$ cat src/common/uart_cfg_pkg.sv
// constants for the serial configuration and read-back port of the uart
// Summary of operation
// bit 11 enables the transmit-buffer-empty interrupt source
// bit 10 enables the receive-data-available interrupt source
// bit 9 enables the received-parity-bit interrupt source
// bit 8 enables receive-activity or framing-error interrupt source
// bit 4 selects 7-bit words, else 8-bit words; parity adds one
// configuration write replies ready and empty flags, then 14 zeros
// host may use the two flags but ignores the trailing zeros
// host waits for oscillator, then writes and reads back until match
// read-back command is 0,1 on top bits; bit 0 is test select
// read-back returns last written setup; bit 12 shows sleep state
// reply bit 15 is set while received data is waiting
// reply bit 14 is set while the transmit buffer is empty
// bit 13 set bypasses the receive fifo
// read-back bit 12 is set while software shutdown is in force
// bit 7 selects infrared pulse timing instead of normal timing
// bit 6 selects two stop bits, else one
// bit 5 enables parity on transmit and receive
// bits 3 to 0 pick the baud divisor from the oscillator
// read-back with bit 0 set enters test mode, clear leaves it
// test mode with select low drives handshake output at 16x baud
// test mode with select low holds the transmit output low
// configuration write is 1,1 on top bits, setup in bits 13..0
// mask bits act after 16th rising edge, others after transmission
// configuration write clears fifo, flags and holding bits
// a command counts only when select rises after exactly 16 edges; mask bits still load at the 16th edge even if more edges follow
// interrupt is the or of the four masked sources
package uart_cfg_pkg;
	localparam int          WORD_W         = 16;
	localparam logic [4:0]  FRAME_BITS     = 5'h10;
	localparam logic [4:0]  CMD_BITS       = 5'h02;
	localparam logic [3:0]  LAST_FALL      = 4'he;
	localparam logic [1:0]  CMD_WRITE_CFG  = 2'h3;
	localparam logic [1:0]  CMD_READ_CFG   = 2'h1;
	localparam int          CMD_HI         = 15;
	localparam int          RX_READY_BIT   = 15;
	localparam int          TX_EMPTY_BIT   = 14;
	localparam int          FIFO_OFF_BIT   = 13;
	localparam int          SLEEP_BIT      = 12;
	localparam int          MASK_HI        = 11;
	localparam int          MASK_LO        = 8;
	localparam int          IR_BIT         = 7;
	localparam int          STOP2_BIT      = 6;
	localparam int          PARITY_ON_BIT  = 5;
	localparam int          SHORT_BIT      = 4;
	localparam int          DIV_HI         = 3;
	localparam int          TEST_BIT       = 0;
	localparam logic [13:0] CFG_RESET      = 14'h0000;
	localparam logic [3:0]  MASK_RESET     = 4'h0;
	// pin order inside the synchroniser bank: select, serial clock, data
	localparam int          PIN_CS         = 0;
	localparam int          PIN_SCLK       = 1;
	localparam int          PIN_DIN        = 2;
	localparam logic [2:0]  PIN_IDLE       = 3'h1;
	// oscillator stand-in, the 16x baud clock is oscillator over divisor
	localparam int          CLOCK_KHZ      = 200000;
	localparam int          OSC_KHZ        = 3686;
	localparam int          OSC_HALF_CYCLES = CLOCK_KHZ / (2 * OSC_KHZ);
endpackage

$ cat src/hw/baud_tick_gen.sv
// 16x baud clock generator driven by the divisor code
`timescale 1ns/1ps
module baud_tick_gen #(
	parameter logic [6:0] HALF_CYCLES = 7'h1b
) (
	input  wire logic       clock,
	input  wire logic       rst_n,
	input  wire logic [3:0] divisor_code,
	output logic            baud16
);
	logic [15:0] count_q;
	logic [15:0] limit;
	logic [8:0]  ratio;

	// divisor table: low three bits pick a power of two, bit 3 adds x3
	always_comb begin
		ratio = 9'h001 << divisor_code[2:0];
		if (divisor_code[3]) begin
			ratio = 9'((ratio << 1) + ratio);
		end
		// widen before the product: ratio 384 times the half period overflows nine bits
		limit = 16'(ratio) * 16'(HALF_CYCLES) - 16'h0001;
	end

	// toggle every half period of the 16x clock
	always_ff @(posedge clock or negedge rst_n) begin
		if (!rst_n) begin
			count_q <= 16'h0000;
			baud16  <= 1'b0;
		end else if (count_q >= limit) begin
			count_q <= 16'h0000;
			baud16  <= ~baud16;
		end else begin
			count_q <= count_q + 16'h0001;
		end
	end
endmodule // baud_tick_gen

$ cat src/hw/uart_config_port.sv
// serial configuration write, read-back and test mode of the uart
`timescale 1ns/1ps
module uart_config_port #(
	parameter logic [6:0] OSC_HALF_CYCLES = 7'(uart_cfg_pkg::OSC_HALF_CYCLES)
) (
	input  wire logic       clock,
	input  wire logic       reset_n,
	input  wire logic       cs_n,
	input  wire logic       sclk,
	input  wire logic       din,
	output logic            dout,
	output logic            dout_oe,
	input  wire logic       rx_ready_flag,
	input  wire logic       tx_empty_flag,
	input  wire logic       tx_busy,
	input  wire logic       parity_seen,
	input  wire logic       rxact_ferr,
	input  wire logic       tx_line_in,
	input  wire logic       rts_n_in,
	output logic            tx_pin,
	output logic            rts_n_pin,
	output logic            irq,
	output logic            cfg_clear,
	output logic            fifo_off,
	output logic            sleep_state,
	output logic            infrared_sel,
	output logic            two_stop_sel,
	output logic            parity_on,
	output logic            short_word_sel,
	output logic [3:0]      divisor_code,
	output logic [3:0]      irq_mask,
	output logic            test_mode
);
	logic [1:0]  rst_sync_q;
	logic        rst_n;
	logic [2:0]  pin_q [3];
	logic [2:0]  filt_q;
	logic [2:0]  filt_d;
	logic        cs_fall;
	logic        cs_rise;
	logic        sclk_rise;
	logic        sclk_fall;
	logic [4:0]  bit_cnt_q;
	logic [3:0]  fall_cnt_q;
	logic [15:0] shift_q;
	logic [15:0] word_in;
	logic [15:0] frame_q;
	logic [15:0] reply_q;
	logic [13:0] cfg_q;
	logic [13:0] pend_q;
	logic        pend_valid_q;
	logic [13:0] readback;
	logic [3:0]  sources;
	logic        baud16;
	logic        test_drive;

	// reset release through two flops, assertion stays asynchronous
	always_ff @(posedge clock or negedge reset_n) begin
		if (!reset_n) begin
			rst_sync_q <= 2'h0;
		end else begin
			rst_sync_q <= {rst_sync_q[0], 1'b1};
		end
	end
	assign rst_n = rst_sync_q[1];

	// three-flop synchronisers; a level counts once stages two and three agree
	for (genvar i = 0; i < 3; i++) begin : g_pin
		logic pin_raw;
		assign pin_raw = (i == uart_cfg_pkg::PIN_CS) ? cs_n :
				 (i == uart_cfg_pkg::PIN_SCLK) ? sclk : din;
		always_ff @(posedge clock or negedge rst_n) begin
			if (!rst_n) begin
				pin_q[i] <= {3{uart_cfg_pkg::PIN_IDLE[i]}};
				filt_q[i] <= uart_cfg_pkg::PIN_IDLE[i];
			end else begin
				pin_q[i] <= {pin_q[i][1:0], pin_raw};
				filt_q[i] <= filt_d[i];
			end
		end
		assign filt_d[i] = (pin_q[i][1] == pin_q[i][2]) ? pin_q[i][2] : filt_q[i];
	end

	// edges of the filtered levels; clock edges count only inside a frame
	assign cs_fall   = filt_q[uart_cfg_pkg::PIN_CS] & ~filt_d[uart_cfg_pkg::PIN_CS];
	assign cs_rise   = ~filt_q[uart_cfg_pkg::PIN_CS] & filt_d[uart_cfg_pkg::PIN_CS];
	assign sclk_rise = ~filt_q[uart_cfg_pkg::PIN_SCLK] & filt_d[uart_cfg_pkg::PIN_SCLK]
			   & ~filt_q[uart_cfg_pkg::PIN_CS];
	assign sclk_fall = filt_q[uart_cfg_pkg::PIN_SCLK] & ~filt_d[uart_cfg_pkg::PIN_SCLK]
			   & ~filt_q[uart_cfg_pkg::PIN_CS];
	assign word_in   = {shift_q[14:0], filt_q[uart_cfg_pkg::PIN_DIN]};

	// input shifter, msb first, sampled on rising serial clock
	always_ff @(posedge clock or negedge rst_n) begin
		if (!rst_n) begin
			bit_cnt_q <= 5'h00;
			shift_q   <= 16'h0000;
			frame_q   <= 16'h0000;
		end else if (cs_fall) begin
			bit_cnt_q <= 5'h00;
		end else if (sclk_rise) begin
			shift_q <= word_in;
			// extra edges spoil the frame: count runs past sixteen and saturates at 31
			if (bit_cnt_q != 5'h1f) begin
				bit_cnt_q <= bit_cnt_q + 5'h01;
			end
			if (bit_cnt_q == uart_cfg_pkg::FRAME_BITS - 5'h01) begin
				frame_q <= word_in;
			end
		end
	end

	// read-back image: pending setup wins so the host sees its last write
	always_comb begin
		readback = pend_valid_q ? pend_q : cfg_q;
		readback[uart_cfg_pkg::MASK_HI:uart_cfg_pkg::MASK_LO] = irq_mask;
		readback[uart_cfg_pkg::SLEEP_BIT] = sleep_state;
	end

	// reply word: flags taken at select fall, setup filled in once decoded
	always_ff @(posedge clock or negedge rst_n) begin
		if (!rst_n) begin
			reply_q <= 16'h0000;
		end else if (cs_fall) begin
			reply_q <= {rx_ready_flag, tx_empty_flag, 14'h0000}; // see see
		end else if (sclk_rise && bit_cnt_q == uart_cfg_pkg::CMD_BITS - 5'h01
			     && word_in[1:0] == uart_cfg_pkg::CMD_READ_CFG) begin
			reply_q[13:0] <= readback;
		end
	end

	// output data: bit 15 driven at select fall, then bits 14 to 0 on falling serial clock
	always_ff @(posedge clock or negedge rst_n) begin
		if (!rst_n) begin
			dout       <= 1'b0;
			dout_oe    <= 1'b0;
			fall_cnt_q <= 4'h0;
		end else if (cs_fall) begin
			dout       <= rx_ready_flag;
			dout_oe    <= 1'b1;
			fall_cnt_q <= 4'h0;
		end else if (cs_rise) begin
			dout_oe <= 1'b0;
		end else if (sclk_fall && fall_cnt_q <= uart_cfg_pkg::LAST_FALL) begin
			dout       <= reply_q[uart_cfg_pkg::LAST_FALL - fall_cnt_q];
			fall_cnt_q <= fall_cnt_q + 4'h1;
		end
	end

	// masks act at the 16th rising edge of a write frame
	always_ff @(posedge clock or negedge rst_n) begin
		if (!rst_n) begin
			irq_mask <= uart_cfg_pkg::MASK_RESET;
		end else if (sclk_rise && bit_cnt_q == uart_cfg_pkg::FRAME_BITS - 5'h01
			     && word_in[15:14] == uart_cfg_pkg::CMD_WRITE_CFG) begin
			irq_mask <= word_in[uart_cfg_pkg::MASK_HI:uart_cfg_pkg::MASK_LO];
		end
	end

	// other fields wait for the transmitter; held pending meanwhile
	always_ff @(posedge clock or negedge rst_n) begin
		if (!rst_n) begin
			pend_q       <= uart_cfg_pkg::CFG_RESET;
			pend_valid_q <= 1'b0;
			cfg_q        <= uart_cfg_pkg::CFG_RESET;
			cfg_clear    <= 1'b0;
		end else begin
			cfg_clear <= 1'b0;
			if (cs_rise && bit_cnt_q == uart_cfg_pkg::FRAME_BITS
			    && frame_q[15:14] == uart_cfg_pkg::CMD_WRITE_CFG) begin
				pend_q       <= frame_q[13:0];
				pend_valid_q <= 1'b1;
				cfg_clear    <= 1'b1;
			end else if (pend_valid_q && !tx_busy) begin
				cfg_q        <= pend_q;
				pend_valid_q <= 1'b0;
			end
		end
	end

	// field outputs of the applied setup
	always_ff @(posedge clock or negedge rst_n) begin
		if (!rst_n) begin
			fifo_off       <= 1'b0;
			sleep_state    <= 1'b0;
			infrared_sel   <= 1'b0;
			two_stop_sel   <= 1'b0;
			parity_on      <= 1'b0;
			short_word_sel <= 1'b0;
			divisor_code   <= 4'h0;
		end else begin
			fifo_off       <= cfg_q[uart_cfg_pkg::FIFO_OFF_BIT];
			sleep_state    <= cfg_q[uart_cfg_pkg::SLEEP_BIT];
			infrared_sel   <= cfg_q[uart_cfg_pkg::IR_BIT];
			two_stop_sel   <= cfg_q[uart_cfg_pkg::STOP2_BIT];
			parity_on      <= cfg_q[uart_cfg_pkg::PARITY_ON_BIT];
			short_word_sel <= cfg_q[uart_cfg_pkg::SHORT_BIT];
			divisor_code   <= cfg_q[uart_cfg_pkg::DIV_HI:0];
		end
	end

	// test mode follows bit 0 of every complete read-back frame
	always_ff @(posedge clock or negedge rst_n) begin
		if (!rst_n) begin
			test_mode <= 1'b0;
		end else if (cs_rise && bit_cnt_q == uart_cfg_pkg::FRAME_BITS
			     && frame_q[15:14] == uart_cfg_pkg::CMD_READ_CFG) begin
			test_mode <= frame_q[uart_cfg_pkg::TEST_BIT];
		end
	end

	// interrupt sources in mask-bit order: tx empty, rx data, parity, activity
	assign sources = {tx_empty_flag, rx_ready_flag, parity_seen, rxact_ferr};

	always_ff @(posedge clock or negedge rst_n) begin
		if (!rst_n) begin
			irq <= 1'b0;
		end else begin
			irq <= |(irq_mask & sources); // see see see see
		end
	end

	baud_tick_gen #(
		.HALF_CYCLES (OSC_HALF_CYCLES)
	) u_baud (
		.clock        (clock),
		.rst_n        (rst_n),
		.divisor_code (divisor_code),
		.baud16       (baud16)
	);

	// test pins only while select is low; otherwise the uart drives them
	assign test_drive = test_mode & ~filt_q[uart_cfg_pkg::PIN_CS];

	always_ff @(posedge clock or negedge rst_n) begin
		if (!rst_n) begin
			tx_pin    <= 1'b1;
			rts_n_pin <= 1'b1;
		end else begin
			tx_pin    <= test_drive ? 1'b0 : tx_line_in;
			rts_n_pin <= test_drive ? baud16 : rts_n_in;
		end
	end
endmodule // uart_config_port
$ cat config.mk
export PLATFORM = sky130hd
export DESIGN_NAME = uart_config_port
export DESIGN_NICKNAME = d
export VERILOG_FILES = /design/src/common/uart_cfg_pkg.sv /design/src/hw/baud_tick_gen.sv /design/src/hw/uart_config_port.sv
export SDC_FILE = /design/constraint.sdc
export NUM_CORES = 1
export LEC_CHECK = 0
export BUFFER_PORTS_ARGS = -buffer_cell sky130_fd_sc_hd__buf_2
export CAP_MARGIN = 30
export CELL_PAD_IN_SITES_DETAIL_PLACEMENT = 2
export CELL_PAD_IN_SITES_GLOBAL_PLACEMENT = 2
export CORE_MARGIN = 2
export CORE_UTILIZATION = 45
export DETAILED_ROUTE_END_ITERATION = 8
export PLACE_DENSITY_LB_ADDON = 0.25
export SLEW_MARGIN = 15
export SYNTH_ARGS = -nofsm -noshare
export SYNTH_HDL_FRONTEND = slang
export SYNTH_SLANG_ARGS = --single-unit
$ cat constraint.sdc
create_clock -name clock -period 8.9 [get_ports clock]
set_input_delay 0.445 -clock clock [delete_from_list [all_inputs] [get_ports clock]]
set_output_delay 0.445 -clock clock [all_outputs]
set_load 0.01 [all_outputs]
==> metrics.cfg <==
[synthesis]
netlist_area_mm2=0.00681
yosys_most_used_dff=dfrtp_1
async_reset_ff_share_pct=100
synth_edf_count=0
yosysTopAreaCellShare_pct=43.7
ys_seq_area_share_pct=46.0
yosys-top-cells-area=dfrtp_1, ha_1, mux2_2
syn_avg_cell_area_um2=10.8
postSynthCellCount=632
yosysWarnings=0
yosysTopAreaCell=dfrtp_1
syn-num-nets=719
ys_seq_elements=125
yosysUniqueCellTypes=51

[die]
die_area_mm2=0.0161
die_y_um=127
coreArea_mm2=0.0146
pin_count=33
initial_core_util_pct=46.5
die_w_um=127
rows=44

[finish]
antenna_cells=0
stdcell_area_mm2=0.00783
nNetsFinal=762
areaGrowthSynthToFinish_pct=15.0
drive_above_1_share_pct=18.5

[place]
place_area_mm2=0.00720
io_buffers=32
hpwl_um=12800
gp_congestion=0.737
dp_slack_ns=3.09

[timing]
finalClockSkew_ns=0.0174
rsz0062_at_grt=false
fin_tns_setup_ns=0
slew_violations=0
min_period_ns=5.78
timing.final.ws_setup_ns=3.12
max-slew-margin-rel_pct=53.0
hold_viol=0
clock.fmax_ghz=0.173
worst_pin_slew_ns=0.700
setup_viol=0
fin_crit_sh_pct=64.9

[power_and_ir_drop]
leakagePower_nw=3.98
peakVddDrop_mv=0.154
power.density_mw_per_mm2=193

[drt]
drcViolationCount=0
wl_per_cell_um=24.8
drt-initial-drc-count=273
ant_nets=0
totalWireLength_um=21600
drt-pass1-iter-count=4
vias_per_cell=5.73
vias=4997

[worst_setup_path]
endpoint_kind=flip-flop
path_cells=nand2_1 > nor2_1 > ha_1 > xor2_1 > nand4_1 > ha_1 > inv_1 > fa_1 > inv_1 > fa_1 > inv_1 > ha_1 > a21o_1 > o21ai_0 > nand2b_1 > a21oi_1 > xor2_1 > ha_1 > nand4_1 > a21oi_1 > o21ai_0 > a22oi_4 > nor2_1
start_kind=flip-flop
slowest_delay_ns=0.54
slowest_stage=fa_1
worstSetupPathType=reg -> reg
critPathMostFrequentCell=ha_1
required_ns=9.18
crit_path_max_fanout=17
cp.arrival_ns=6.06

[global_routing]
grt_pass1_wl_um=32700
grt_util_all_layers_pct=26.8
grt_max_degree=51
grt-ovfl-total=0
grt_antenna_before_repair=0
grt_pass1_vias=5763

[job]
drv_cap=0

[clock_network]
clockBufferDepth=2
cts_root_buffer=clkbuf_16
clock_sinks=125
htree_levels=4
cts_resized=0
numCtsBuffers=17
clkLatencyLatePin_ns=0.43
tritoncts=yes
clk_pin_slew_worst_paths_ns=0.06
postCtsSetupBuffers=0

[status]
outcome=completed

[min_path]
hp-class=in -> reg

## synthesized netlist by cell type, types with 7 or more instances
library cell and instances:
xnor2_1 12, o21ai_0 18, inv_1 68, nor2_1 63
a21oi_1 31, nand2_1 54, nor2b_1 8, mux2_2 45
a21o_1 7, and3_1 7, nand3_1 12, ha_1 61
mux2i_1 16, xor2_1 18, clkbuf_1 12, dfrtp_1 119
fa_1 14
## cell families (layout without fill, tap and decap cells)
family	after synthesis	count (layout)	synth area share [%]
fa+ha+maj	76	76	15.5
compound gates	78	78	7.07
mux	65	65	11.1
simple gates	174	174	11.7
other cells	1	1	0.0551
flops	125	125	46.0
buf+inv	83	139	4.68
xor+xnor	30	30	3.86
## worst max-delay path: cells and delay by family (launching register included)
kind	cells	cell delay (ns)
compound gates	6	1.45
fa+ha+maj	6	2.30
buf+inv	3	0.20
flops	1	0.51
simple gates	6	0.92
xor+xnor	2	0.25
## report_power, final
group          switching [mW]  internal, mW
clock network           0.257         0.436
logic                  0.0907        0.0657
registers              0.0572         0.607
total                   0.405          1.11
## layer usage
metal / share of wire [%] / up-vias / wire length [µm] / global-route usage [%]
met3: 3.2 / 49 / 701 / 4.19
met2: 55 / 116 / 12000 / 51.4
met5: 0 / - / 0 / 0
met4: 3.0 / 0 / 641 / 9.44
li1: - / 2213 / - / -
met1: 38 / 2619 / 8310 / 30.0
## cell usage in the layout (no fill, tap or decap), types with 5 or more instances in the layout
master	netlist	layout
a21o_1	7	7
a21oi_1	31	31
and3_1	7	7
buf_2	0	32
clkbuf_16	0	17
clkbuf_8	0	7
dfrtp_1	119	118
dfstp_2	6	6
fa_1	14	14
ha_1	61	61
inv_1	68	68
mux2_2	45	45
mux2i_1	16	16
nand2_1	54	54
nand2b_1	6	6
nand3_1	12	12
nand4_1	5	5
nor2_1	63	63
nor2b_1	8	8
o21ai_0	18	18
xnor2_1	12	12
xor2_1	18	18
## area by class of cell
cell class                      instances  area [µm²]
Timing Repair Buffer                   39         254
Fill cell                            1439        6810
Sequential cell                       125        3140
Clock inverter                          4        50.0
Inverter                               68         255
Tap cell                              184         230
Clock buffer                           28         537
Multi-Input combinational cell        424        3360
## worst paths after layout
| kind | start | slack (ns) | depth (start not counted) | end |
|---|---|---|---|---|
| worst min-delay path | sclk | 0.13 | 1 | pin_q[3] |
| min in group asynchronous | reset_n | 0.32 | 2 | rst_sync_q[1] |
| max in group asynchronous | rst_sync_q[1] | 7.31 | 2 | filt_q[0] |
| worst min register to register | rst_sync_q[1] | 0.34 | 0 | cfg_clear |
| worst max-delay path | divisor_code[1] | 3.12 | 23 | u_baud.count_q[3] |
| worst max register to register | divisor_code[1] | 3.12 | 23 | u_baud.count_q[3] |
## flip-flops by register name (all words and copies together) (netlist names), 2 cells and up
| register | flops |
|---|---|
| bit_cnt_q | 5 |
| cfg_q | 10 |
| divisor_code | 4 |
| fall_cnt_q | 4 |
| filt_q | 3 |
| frame_q | 12 |
| irq_mask | 4 |
| pend_q | 10 |
| pin_q | 9 |
| reply_q | 16 |
| rst_sync_q | 2 |
| shift_q | 15 |
| u_baud.count_q | 16 |
## metrics by stage
stage / power, mW / hold WS, ns / cells / util [%]
final: 1.51 / 0.129 / 872 / 53.5
after global routing: 1.56 / 0.123 / 872 / 53.5
after CTS: 1.50 / 0.122 / 870 / 53.3
after detailed placement: 0.803 / 0.231 / 837 / 49.2
after global placement: 0.785 / 0.230 / 835 / 48.9
after floorplan: 0.745 / 0.149 / 632 / -
## what timing repair did
| action | CTS | global route |
|---|---|---|
| hold endpoints to repair | 2 | 0 |
| hold buffers | 1 | 0 |
| endpoints found under the setup margin | 0 | 0 |
(Power assumes the default switching activity.)
